<file path="config.mk">
export PLATFORM = sky130hd
export DESIGN_NAME = pimc_init_ctrl
export DESIGN_NICKNAME = d
export VERILOG_FILES = /design/src/pimc_nmi_ctrl.v /design/src/pimc_init_ctrl.v
export VERILOG_INCLUDE_DIRS = /design/src
export SDC_FILE = /design/constraint.sdc
export NUM_CORES = 1
export LEC_CHECK = 0
export BUFFER_PORTS_ARGS = -buffer_cell sky130_fd_sc_hd__buf_4
export CAP_MARGIN = 15
export CELL_PAD_IN_SITES_DETAIL_PLACEMENT = 1
export CELL_PAD_IN_SITES_GLOBAL_PLACEMENT = 2
export CORE_ASPECT_RATIO = 1.25
export CORE_UTILIZATION = 34
export DETAILED_ROUTE_END_ITERATION = 10
export MAX_ROUTING_LAYER = met4
export PLACE_DENSITY = 0.83
export SLEW_MARGIN = 20
export SYNTH_ARGS = -nofsm -noshare
export SYNTH_HDL_FRONTEND = slang
export SYNTH_HIERARCHICAL = 1
export SYNTH_SLANG_ARGS = --single-unit
</file>
<file path="constraint.sdc">
create_clock -name clk -period 2.1 [get_ports clk]
set_input_delay 0.21 -clock clk [delete_from_list [all_inputs] [get_ports clk]]
set_output_delay 0.21 -clock clk [all_outputs]
set_load 0.05 [all_outputs]
</file>
<file path="src/pimc_defs.vh">
// Constants for the processor init and mode control block
`ifndef PIMC_DEFS_VH
`define PIMC_DEFS_VH

// Register offsets (byte addresses)
`define PIMC_OFF_CTRL0      8'h00
`define PIMC_OFF_CTRL4      8'h04
`define PIMC_OFF_ITB_BASE   8'h08
`define PIMC_OFF_ITB_LIMIT  8'h0c
`define PIMC_OFF_GTB_BASE   8'h10
`define PIMC_OFF_GTB_LIMIT  8'h14
`define PIMC_OFF_ACCUM      8'h18
`define PIMC_OFF_IDENT      8'h1c
`define PIMC_OFF_STATUS     8'h20
`define PIMC_OFF_CLEAR      8'h24
`define PIMC_OFF_ENABLE     8'h28
`define PIMC_OFF_SIMD_CSR   8'h2c

// Control register 0 fields
`define PIMC_CR0_PE         0
`define PIMC_CR0_NW         29
`define PIMC_CR0_CD         30

// Control register 4 fields
`define PIMC_CR4_OSSAVE     9
`define PIMC_CR4_OSFPEXC    10

// Feature flag word fields
`define PIMC_FEAT_FLUSH     19
`define PIMC_FEAT_XSAVE     24
`define PIMC_FEAT_SIMD1     25
`define PIMC_FEAT_SIMD2     26

// Identification leaf that returns the feature word
`define PIMC_IDENT_LEAF     32'h00000001

// Reset values
`define PIMC_RESET_FETCH    32'h0ffffff0
`define PIMC_RESET_ITB_BASE 32'h00000000
`define PIMC_RESET_ITB_LIM  16'h03ff
`define PIMC_REAL_ADDR_MASK 32'h000fffff

// Interrupt status bit positions
`define PIMC_IRQ_NMI        0
`define PIMC_IRQ_PROT       1
`define PIMC_IRQ_REAL       2
`define PIMC_IRQ_SIMDFP     3
`define PIMC_IRQ_BITS       4

`endif

</file>
<file path="src/pimc_nmi_ctrl.v">
// Non-maskable interrupt acceptance with nesting hold-off
`timescale 1ns/10ps
module pimc_nmi_ctrl
(
  input  wire clk,
  input  wire reset,
  input  wire nmiRequest,
  input  wire nmiDone,
  output reg  nmiTake,
  output reg  nmiInService
);

  reg prevRequest;
  reg pending;
  wire requestEdge;
  wire startNow;

  // Edge caught each cycle; level would retrigger on a held line
  assign requestEdge = nmiRequest & ~prevRequest;
  // A held-off request starts as soon as the running one ends
  assign startNow = (requestEdge | pending) & (~nmiInService | nmiDone);

  // Accept unless one is already held off; never nest a second one
  always @(posedge clk)
  begin
    if (reset)
    begin
      prevRequest  <= 1'b0;
      pending      <= 1'b0;
      nmiTake      <= 1'b0;
      nmiInService <= 1'b0;
    end
    else
    begin
      prevRequest <= nmiRequest;
      nmiTake     <= startNow;
      if (startNow)
        nmiInService <= 1'b1;
      else if (nmiDone)
        nmiInService <= 1'b0;
      // Only one request is remembered while one is serviced
      if (startNow)
        pending <= 1'b0;
      else if (requestEdge)
        pending <= 1'b1;
    end
  end

endmodule

</file>
<file path="src/pimc_init_ctrl.v">
// Processor reset, mode and system table register control
//
// Summary of operation
// - After reset the core is in real mode; first fetch at 0FFFFFF0h.
// - Real-mode interrupt table base resets to 0; table load replaces it.
// - Real mode addresses only the lowest 1 MByte of physical space.
// - Identification with accumulator 1 puts the feature word in data register.
// - Feature word bit 25 first SIMD, bit 26 second SIMD, bit 24 state save.
// - Feature word bit 19 reports cache-line flush support.
// - Control register 4 bit 9: OS supports SIMD state save and restore.
// - Control register 4 bit 10: OS handles SIMD floating-point exceptions.
// - Writing control register 0 bit 0 set enters protected mode.
// - Non-maskable interrupt taken unless one is already held off; not nested while one runs.
// - Global table register holds base and limit, loaded by its load instruction.
// - Interrupt table register holds base and limit, loaded by its load instruction.
// - Cache-disable and not-write-through set at reset, cleared only by software.
`timescale 1ns/10ps
`include "pimc_defs.vh"
module pimc_init_ctrl
#(
  parameter HAS_SIMD1 = 1'b1,
  parameter HAS_SIMD2 = 1'b1,
  parameter HAS_XSAVE = 1'b1,
  parameter HAS_FLUSH = 1'b1
)
(
  input  wire        clk,
  input  wire        reset,
  input  wire [7:0]  regAddr,
  input  wire [31:0] regWriteData,
  input  wire        regWrite,
  input  wire        regRead,
  output reg  [31:0] regReadData,
  input  wire [31:0] cpuAddr,
  input  wire        cpuAddrValid,
  output reg  [31:0] physAddr,
  output reg         realMode,
  output reg         cacheDisable,
  output reg         notWriteThrough,
  output reg         simdEnabled,
  input  wire        nmiRequest,
  input  wire        nmiDone,
  output reg         nmiTake,
  input  wire        simdFpFault,
  output reg         simdFpExceptionTake,
  output reg         simdFpFallback,
  output reg         irq
);

  reg  [31:0] controlReg0;
  reg  [31:0] controlReg4;
  reg  [31:0] interruptTableBase;
  reg  [15:0] interruptTableLimit;
  reg  [31:0] globalTableBase;
  reg  [15:0] globalTableLimit;
  reg  [31:0] accumulatorRegister;
  reg  [31:0] dataRegister;
  reg  [31:0] simdControlStatus;
  reg  [`PIMC_IRQ_BITS-1:0] irqStatus;
  reg  [`PIMC_IRQ_BITS-1:0] irqEnable;
  reg  [31:0] next_readData;
  reg  [`PIMC_IRQ_BITS-1:0] events;
  reg  [31:0] featureWord;
  wire [31:0] realAddr;
  wire        nmiTakeRaw;
  wire        peWrite;
  wire        ctrl4Write;
  wire        statusClear;
  wire        enableWrite;
  wire        identRun;
  wire        peNew;

  // Feature word is fixed by build options; unused bits read zero
  always @*
  begin
    featureWord                   = 32'h00000000;
    featureWord[`PIMC_FEAT_FLUSH] = HAS_FLUSH[0];
    featureWord[`PIMC_FEAT_XSAVE] = HAS_XSAVE[0];
    featureWord[`PIMC_FEAT_SIMD1] = HAS_SIMD1[0];
    featureWord[`PIMC_FEAT_SIMD2] = HAS_SIMD2[0];
  end

  // Write decode, one strobe each for control 0, control 4, clear, enable and identification writes
  assign peWrite     = regWrite && (regAddr == `PIMC_OFF_CTRL0);
  assign ctrl4Write  = regWrite && (regAddr == `PIMC_OFF_CTRL4);
  assign statusClear = regWrite && (regAddr == `PIMC_OFF_CLEAR);
  assign enableWrite = regWrite && (regAddr == `PIMC_OFF_ENABLE);
  assign identRun    = regWrite && (regAddr == `PIMC_OFF_IDENT);
  assign peNew       = regWriteData[`PIMC_CR0_PE];

  // Real mode sees only the low 1 MByte of the physical space
  assign realAddr = cpuAddr & `PIMC_REAL_ADDR_MASK;

  // NMI acceptance lives in its own module
  pimc_nmi_ctrl nmiCtrl
  (
    .clk          (clk),
    .reset        (reset),
    .nmiRequest   (nmiRequest),
    .nmiDone      (nmiDone),
    .nmiTake      (nmiTakeRaw),
    .nmiInService ()
  );

  // Control register 0; only mode and cache bits are writable
  always @(posedge clk)
  begin
    if (reset)
    begin
      controlReg0 <= 32'h00000000;
      controlReg0[`PIMC_CR0_CD] <= 1'b1;
      controlReg0[`PIMC_CR0_NW] <= 1'b1;
    end
    else if (peWrite)
    begin
      controlReg0[`PIMC_CR0_PE] <= regWriteData[`PIMC_CR0_PE];
      controlReg0[`PIMC_CR0_CD] <= regWriteData[`PIMC_CR0_CD];
      controlReg0[`PIMC_CR0_NW] <= regWriteData[`PIMC_CR0_NW];
    end
  end

  // Control register 4; only the two OS support flags are writable
  always @(posedge clk)
  begin
    if (reset)
      controlReg4 <= 32'h00000000;
    else if (ctrl4Write)
    begin
      controlReg4[`PIMC_CR4_OSSAVE]  <= regWriteData[`PIMC_CR4_OSSAVE];
      controlReg4[`PIMC_CR4_OSFPEXC] <= regWriteData[`PIMC_CR4_OSFPEXC];
    end
  end

  // Table, SIMD control and accumulator registers; a table write stands for its load instruction
  always @(posedge clk)
  begin
    if (reset)
    begin
      interruptTableBase  <= `PIMC_RESET_ITB_BASE;
      interruptTableLimit <= `PIMC_RESET_ITB_LIM;
      globalTableBase     <= 32'h00000000;
      globalTableLimit    <= 16'h0000;
      simdControlStatus   <= 32'h00000000;
      accumulatorRegister <= 32'h00000000;
    end
    else if (regWrite)
    begin
      case (regAddr)
        `PIMC_OFF_ITB_BASE:  interruptTableBase  <= regWriteData;
        `PIMC_OFF_ITB_LIMIT: interruptTableLimit <= regWriteData[15:0];
        `PIMC_OFF_GTB_BASE:  globalTableBase     <= regWriteData;
        `PIMC_OFF_GTB_LIMIT: globalTableLimit    <= regWriteData[15:0];
        `PIMC_OFF_SIMD_CSR:  simdControlStatus   <= regWriteData;
        `PIMC_OFF_ACCUM:     accumulatorRegister <= regWriteData;
        default: ;
      endcase
    end
  end

  // Identification runs on a write; unknown leaves answer zero, not a stale word
  always @(posedge clk)
  begin
    if (reset)
      dataRegister <= 32'h00000000;
    else if (identRun)
    begin
      if (accumulatorRegister == `PIMC_IDENT_LEAF)
        dataRegister <= featureWord;
      else
        dataRegister <= 32'h00000000;
    end
  end

  // Address path; first fetch goes to the reset vector
  always @(posedge clk)
  begin
    if (reset)
      physAddr <= `PIMC_RESET_FETCH;
    else if (cpuAddrValid)
      physAddr <= realMode ? realAddr : cpuAddr;
  end

  // Mode and cache outputs; mode follows the write at once
  always @(posedge clk)
  begin
    if (reset)
    begin
      realMode        <= 1'b1;
      cacheDisable    <= 1'b1;
      notWriteThrough <= 1'b1;
      simdEnabled     <= 1'b0;
    end
    else
    begin
      if (peWrite)
      begin
        realMode        <= ~peNew;
        cacheDisable    <= regWriteData[`PIMC_CR0_CD];
        notWriteThrough <= regWriteData[`PIMC_CR0_NW];
      end
      simdEnabled <= controlReg4[`PIMC_CR4_OSSAVE];
    end
  end

  // SIMD fault goes to the handler only when the OS declared it handles it
  always @(posedge clk)
  begin
    if (reset)
    begin
      simdFpExceptionTake <= 1'b0;
      simdFpFallback      <= 1'b0;
    end
    else
    begin
      simdFpExceptionTake <= simdFpFault & controlReg4[`PIMC_CR4_OSFPEXC];
      simdFpFallback      <= simdFpFault & ~controlReg4[`PIMC_CR4_OSFPEXC];
    end
  end

  // Port copy of the NMI take, so the output comes from a flop here
  always @(posedge clk)
  begin
    if (reset)
      nmiTake <= 1'b0;
    else
      nmiTake <= nmiTakeRaw;
  end

  // Events for the sticky status register
  always @*
  begin
    events = {`PIMC_IRQ_BITS{1'b0}};
    events[`PIMC_IRQ_NMI]    = nmiTakeRaw;
    events[`PIMC_IRQ_PROT]   = peWrite & peNew & realMode;
    events[`PIMC_IRQ_REAL]   = peWrite & ~peNew & ~realMode;
    events[`PIMC_IRQ_SIMDFP] = simdFpFault & controlReg4[`PIMC_CR4_OSFPEXC];
  end

  // Sticky status; a new event beats a clear in the same cycle
  always @(posedge clk)
  begin
    if (reset)
      irqStatus <= {`PIMC_IRQ_BITS{1'b0}};
    else if (statusClear)
      irqStatus <= (irqStatus & ~regWriteData[`PIMC_IRQ_BITS-1:0]) | events;
    else
      irqStatus <= irqStatus | events;
  end

  // Enable mask has the same layout as status
  always @(posedge clk)
  begin
    if (reset)
      irqEnable <= {`PIMC_IRQ_BITS{1'b0}};
    else if (enableWrite)
      irqEnable <= regWriteData[`PIMC_IRQ_BITS-1:0];
  end

  // Level output; one cycle behind status so it comes from a flop
  always @(posedge clk)
  begin
    if (reset)
      irq <= 1'b0;
    else
      irq <= |(irqStatus & irqEnable);
  end

  // Read mux; unmapped and write-only offsets read zero
  always @*
  begin
    next_readData = 32'h00000000;
    case (regAddr)
      `PIMC_OFF_CTRL0:     next_readData = controlReg0;
      `PIMC_OFF_CTRL4:     next_readData = controlReg4;
      `PIMC_OFF_ITB_BASE:  next_readData = interruptTableBase;
      `PIMC_OFF_ITB_LIMIT: next_readData = {16'h0000, interruptTableLimit};
      `PIMC_OFF_GTB_BASE:  next_readData = globalTableBase;
      `PIMC_OFF_GTB_LIMIT: next_readData = {16'h0000, globalTableLimit};
      `PIMC_OFF_ACCUM:     next_readData = accumulatorRegister;
      `PIMC_OFF_IDENT:     next_readData = dataRegister;
      `PIMC_OFF_STATUS:    next_readData = {{(32-`PIMC_IRQ_BITS){1'b0}}, irqStatus};
      `PIMC_OFF_ENABLE:    next_readData = {{(32-`PIMC_IRQ_BITS){1'b0}}, irqEnable};
      `PIMC_OFF_SIMD_CSR:  next_readData = simdControlStatus;
      default:             next_readData = 32'h00000000;
    endcase
  end

  // Read data stands only in the cycle after the strobe
  always @(posedge clk)
  begin
    if (reset)
      regReadData <= 32'h00000000;
    else if (regRead)
      regReadData <= next_readData;
    else
      regReadData <= 32'h00000000;
  end

endmodule

</file>
# --- Word level (Yosys, flattened, before mapping) ---
# Index checks and enable logic that the tools add are counted.
op_classes:
  addsub: 0
  n_mul: 0
  div: 0
  magnitude_cmp: 0
  eq_ne: 12
  shifts: 0
  n_mux: 6
  bitwise_logic: 21
  n_reduce_logical: 16
ops:
  columns: ["operator", "count"]
  rows:
  - ["32-bit case mux with 11 select lines", 1]
  - ["32-bit by 1-bit equality test with 1-bit output (second input constant)", 1]
  - ["8-bit by 5-bit equality test with 1-bit output (second input constant)", 4]
  - ["8-bit by 6-bit equality test with 1-bit output (second input constant)", 4]
  - ["32-bit two-way mux", 1]
  - ["27-bit two-way mux", 1]
  - ["8-bit by 4-bit equality test with 1-bit output (second input constant)", 2]
  - ["2-bit AND reduction", 6]
  - ["1-bit bitwise AND", 8]
  - ["4-bit bitwise AND", 2]
  - ["8-bit by 3-bit equality test with 1-bit output (second input constant)", 1]
  - ["8-bit zero test", 1]
  - ["4-bit bitwise OR", 2]
  - ["1-bit inverter", 6]
  - ["1-bit logical AND", 5]
  - ["4-bit two-way mux", 1]
  - ["4-bit inverter", 1]
  - ["2-bit OR reduction", 2]
  - ["4-bit OR reduction", 1]
  - ["1-bit two-way mux", 2]
  - ["1-bit bitwise OR", 2]
  - ["2-bit nonzero test", 1]
word_totals:
  reg_bits: 281
  latch_bits: 0
  ramBits: 0
  mem_bits_ro: 0
  in_bits: 80
  n_memories: 0

# --- Longest topological paths before layout ---
depth:
  ltp_word: 6
  mapped_depth: 8
  mapped_depth_nobuf: 4

# --- By module ---
# Netlist, hierarchy kept.
modules_own_cells:
  columns: ["mod", "instances", "cells_each", "area_each_um2", "seq_area_each_um2"]
  rows:
  - ["pimc_init_ctrl", 1, 1165, 9843.2, 4884.7]
  - ["pimc_nmi_ctrl", 1, 12, 147.6, 80.1]

# --- Worst setup path before layout ---
# No wires, ideal clock.
synth_path:
  kind: "input to register"
  startpoint: "in regAddr[6]"
  endpoint: "reg regReadData[12]"
  t_arrival_ns: 1.587
  setup_slack_ns: 0.443
  stages: 7
  path_buffers: 3
  cell_sequence: "clkbuf_1 or4b_1 buf_2 buf_6 o32ai_1 nand2_1 a21oi_1"
synth_between:
  elab_chain_cells: 2
synth_lines:
  columns: ["element", "line", "source"]
  rows:
  - ["from (decl)", "pimc_init_ctrl.v:29", "input wire [7:0] regAddr,"]
  - ["8-bit by 6-bit equality test with 1-bit output (tied with other cells)", "pimc_init_ctrl.v:272", "case (regAddr)"]
  - ["32-bit case mux with 11 select lines *", "pimc_init_ctrl.v:272", null]
  - ["to (signal assigned)", "pimc_init_ctrl.v:294", "regReadData <= next_readData;"]
  - ["to (decl)", "pimc_init_ctrl.v:33", "output reg [31:0] regReadData,"]
# Mark *: on every way between the ends. The rest lies on a longest branch, timed or not.
# A chain may end at the register's enable or synchronous reset.

# --- Worst setup path in the final report ---
layout_path:
  startpoint: "reg accumulatorRegister[6]"
  endpoint: "reg dataRegister[25]"
layout_between:
  elab_chain_cells: 2
layout_lines:
  columns: ["element", "line", "source"]
  rows:
  - ["from (decl)", "pimc_init_ctrl.v:56", "reg [31:0] accumulatorRegister;"]
  - ["from (signal assigned)", "pimc_init_ctrl.v:154", "`PIMC_OFF_ACCUM: accumulatorRegister <= regWriteData;"]
  - ["32-bit by 1-bit equality test with 1-bit output (no source line)", null, null]
  - ["27-bit two-way mux", "pimc_init_ctrl.v:167", "if (accumulatorRegister == `PIMC_IDENT_LEAF)"]
  - ["to (signal assigned)", "pimc_init_ctrl.v:168", "dataRegister <= featureWord;"]
  - ["to (decl)", "pimc_init_ctrl.v:57", "reg [31:0] dataRegister;"]
# Every way passes these cells.

==> flow_metrics.py <==
metrics = {
    "clock_tree": {
        "cts_tree": "yes",
        "cts_buffers": 27,
        "cts.reportedPaths.clkPinSlew_ns": 0.06,
        "insertion_delay_ns": 0.54,
        "h-tree-depth": 1,
        "root_buffer": "clkbuf_16",
        "cts.sinks": 248,
        "clock_path_buffers": 3,
    },
    "sta": {
        "fin_tns_setup_ns": 0,
        "rsz0062_at_grt": "false",
        "worst_slack_ns": 0.3421,
        "drv_slew": 0,
        "finalCritPeriodShare": 0.8371,
        "slew-limit-headroom": 0.3782,
        "finClkSkew_ns": 0.01371,
        "worst_pin_slew_ns": 0.9328,
        "setup_viol": 0,
        "clock.fmax_mhz": 568.9,
        "min_period_ns": 1.758,
        "hold_violations": 0,
    },
    "drt": {
        "firstDrtPassIters": 7,
        "drt_iter0_drc": 656,
        "wl_per_cell_um": 20.76,
        "drc": 0,
        "route.vias.total": 9418,
        "postRouteAntennaNets": 0,
        "wirelength_um": 36980,
        "viasPerCell": 5.288,
    },
    "cells_and_area": {
        "antennaDiodeCount": 0,
        "areaGrowthSynthToFinish_pct": 31.76,
        "final_nets": 1457,
        "layout-drive-gt1-share": 0.1876,
        "stdcell_count": 1781,
    },
    "grt": {
        "grt_usage": 0.2526,
        "grt.overflow.total": 0,
        "grt_pass1_vias": 9847,
        "grt_pass1_wl_um": 57490,
        "antenna_found_initial": 0,
        "grt_max_degree": 186,
    },
    "min_path": {
        "min_path_type": "in2reg",
    },
    "synthesis": {
        "synthesis.nets": 1257,
        "synth_edf_count": 0,
        "yosys_warnings": 6,
        "synth_common_cells": "348 x nand2_1, 248 x dfxtp_1, 158 x a21oi_1",
        "ys_ff_latch": 248,
        "synthDominantCellAreaShare": 0.4969,
        "yosysTopAreaCell": "dfxtp_1",
        "async_reset_ff_frac": 0,
        "yosysSeqAreaShare": 0.4969,
        "synth.avg_cell_area_um2": 8.488,
        "syn_inst": 1177,
        "synthTopCellsByArea": "dfxtp_1 50%, nand2_1 13%, a21oi_1 7.9%",
        "synth_most_common_cell": "nand2_1",
        "ys_types": 59,
        "ys.flop_type": "dfxtp_1",
        "netlist_area_um2": 9991,
    },
    "power_and_ir_drop": {
        "peakVddDrop_uv": 588.8,
        "static-leakage-power_uw": 0.004996,
        "p_per_area_nw_per_um2": 765.9,
    },
    "worst_setup_path": {
        "crit_slowest_cell": "nor4_1",
        "crit_family": "simple AND/OR/NAND/NOR gates",
        "required_ns": 2.57,
        "crit_fanout": 3,
        "cp-end-kind": "flop",
        "crit_arrival_ns": 2.23,
        "critPathLaunchType": "flop",
        "r2r_setup_slack_ns": 0.34,
        "slowest_delay_ns": 0.60,
        "path_buf_inv": 0,
        "crit_type": "reg2reg",
        "crit_chain": "nor4_1, nand4_1, or4_1, a21oi_1",
    },
    "placed_design": {
        "dp_cells": 1671,
        "numPortBuffers": 151,
        "place_ws_ns": 0.1773,
        "dp_hpwl_um": 23120,
        "globalplace.congestion": 0.8043,
    },
    "die": {
        "core_area_um2": 28660,
        "num_rows": 69,
        "start_util": 0.3486,
        "die_area_um2": 30080,
        "die_x_um": 155.3,
        "io_pins": 152,
        "die_h_um": 193.7,
    },
    "run_status": {
        "status": "finished clean",
    },
    "flow_run": {
        "max-cap-violations": 0,
    },
}
==> path summary, 6_finish.rpt <==
check        cells after the start                endpoint                    from
max                              4        dataRegister[25]  accumulatorRegister[6]
min reg2reg                      2    simdControlStatus[2]    simdControlStatus[2]
min                              4  interruptTableLimit[2]                   reset
max reg2reg                      4        dataRegister[25]  accumulatorRegister[6]
==> cells by family (layout without fill, tap and decap cells) <==
family,count (synthesis),in the layout,synth area share
AND/OR/NAND/NOR,484,484,0.2158
flip-flops,248,248,0.4969
buffers and inverters,113,327,0.04796
multiplexers,77,77,0.07827
AO/OA/AOI/OAI,255,255,0.1611
==> sequential cells by signal, summed over array words and instances, names as in the netlist, 2 cells and up <==
signal / count
accumulatorRegister: 32
globalTableBase: 32
interruptTableBase: 32
physAddr: 32
regReadData: 32
simdControlStatus: 32
globalTableLimit: 16
interruptTableLimit: 16
irqEnable: 4
irqStatus: 4
controlReg0: 3
controlReg4: 2
==> layout make-up <==
class / instances / area, µm²
Multi-Input combinational cell: 816 / 4552
Clock inverter: 3 / 15.01
Tap cell: 390 / 488.0
Sequential cell: 248 / 4965
Fill cell: 3428 / 15500
Timing Repair Buffer: 269 / 2303
Clock buffer: 40 / 784.5
Inverter: 15 / 56.30
==> metrics by stage <==
stage	power (µW)	util	hold slack, ns	cell area [µm²]
after floorplan	5255	-	0.2746	9991
after global placement	5597	0.4080	0.4247	11690
after detailed placement	5605	0.4080	0.4289	11690
after CTS	10130	0.4593	0.1003	13160
after global routing	10400	0.4593	0.1270	13160
final	10080	0.4593	0.1198	13160
==> tightest hold or removal path: stages <==
cell	delay, ns
buf_6	0.08
inv_1	0.07
buf_4	0.20
nand3_1	0.07
==> routing by layer <==
layer	share of wire	track usage	routed length, µm	vias up
li1	-	-	-	4448
met1	0.43	0.3106	15910	4697
met2	0.50	0.4350	18630	208
met3	0.041	0.02302	1509	65
met4	0.025	0.07662	935	0
met5	0	-	0	-
==> power breakdown <==
| part | switching [µW] | total, µW | internal [µW] |
|---|---|---|---|
| registers | 27.6 | 4780 | 4750 |
| logic | 505 | 839 | 335 |
| clock network | 1920 | 4460 | 2540 |
| total | 2450 | 10100 | 7630 |
==> layout by cell type (no fill, tap or decap), types with 2 or more instances in the layout <==
cell type	count
or4b_1	2
mux2i_1	68
nor2b_1	5
a21oi_1	158
nor2_1	45
buf_12	9
nand2b_1	3
dfxtp_1	248
clkbuf_16	27
o2bb2ai_1	2
o21ai_0	7
nor3b_1	2
buf_4	192
o22a_1	8
a21o_1	4
a32oi_1	4
a222oi_1	12
clkbuf_1	7
a221o_1	8
inv_1	15
nand2_1	348
nor4_1	7
dlygate4sd3_1	67
nand3_1	21
clkinv_2	3
a31oi_1	4
a22oi_1	13
mux2_2	9
nand3b_1	9
and2_1	3
a2bb2oi_1	3
nand4_1	12
clkbuf_8	6
a22o_1	11
nor4b_4	3
and3_1	8
o32ai_1	11
o22ai_1	2
==> repair_timing <==
item,in CTS,in global routing
hold buffers,67,0
setup buffers,0,0
resized for setup,0,0
hold endpoints to repair,187,0
Note: power is estimated with default switching activity, not from simulation.
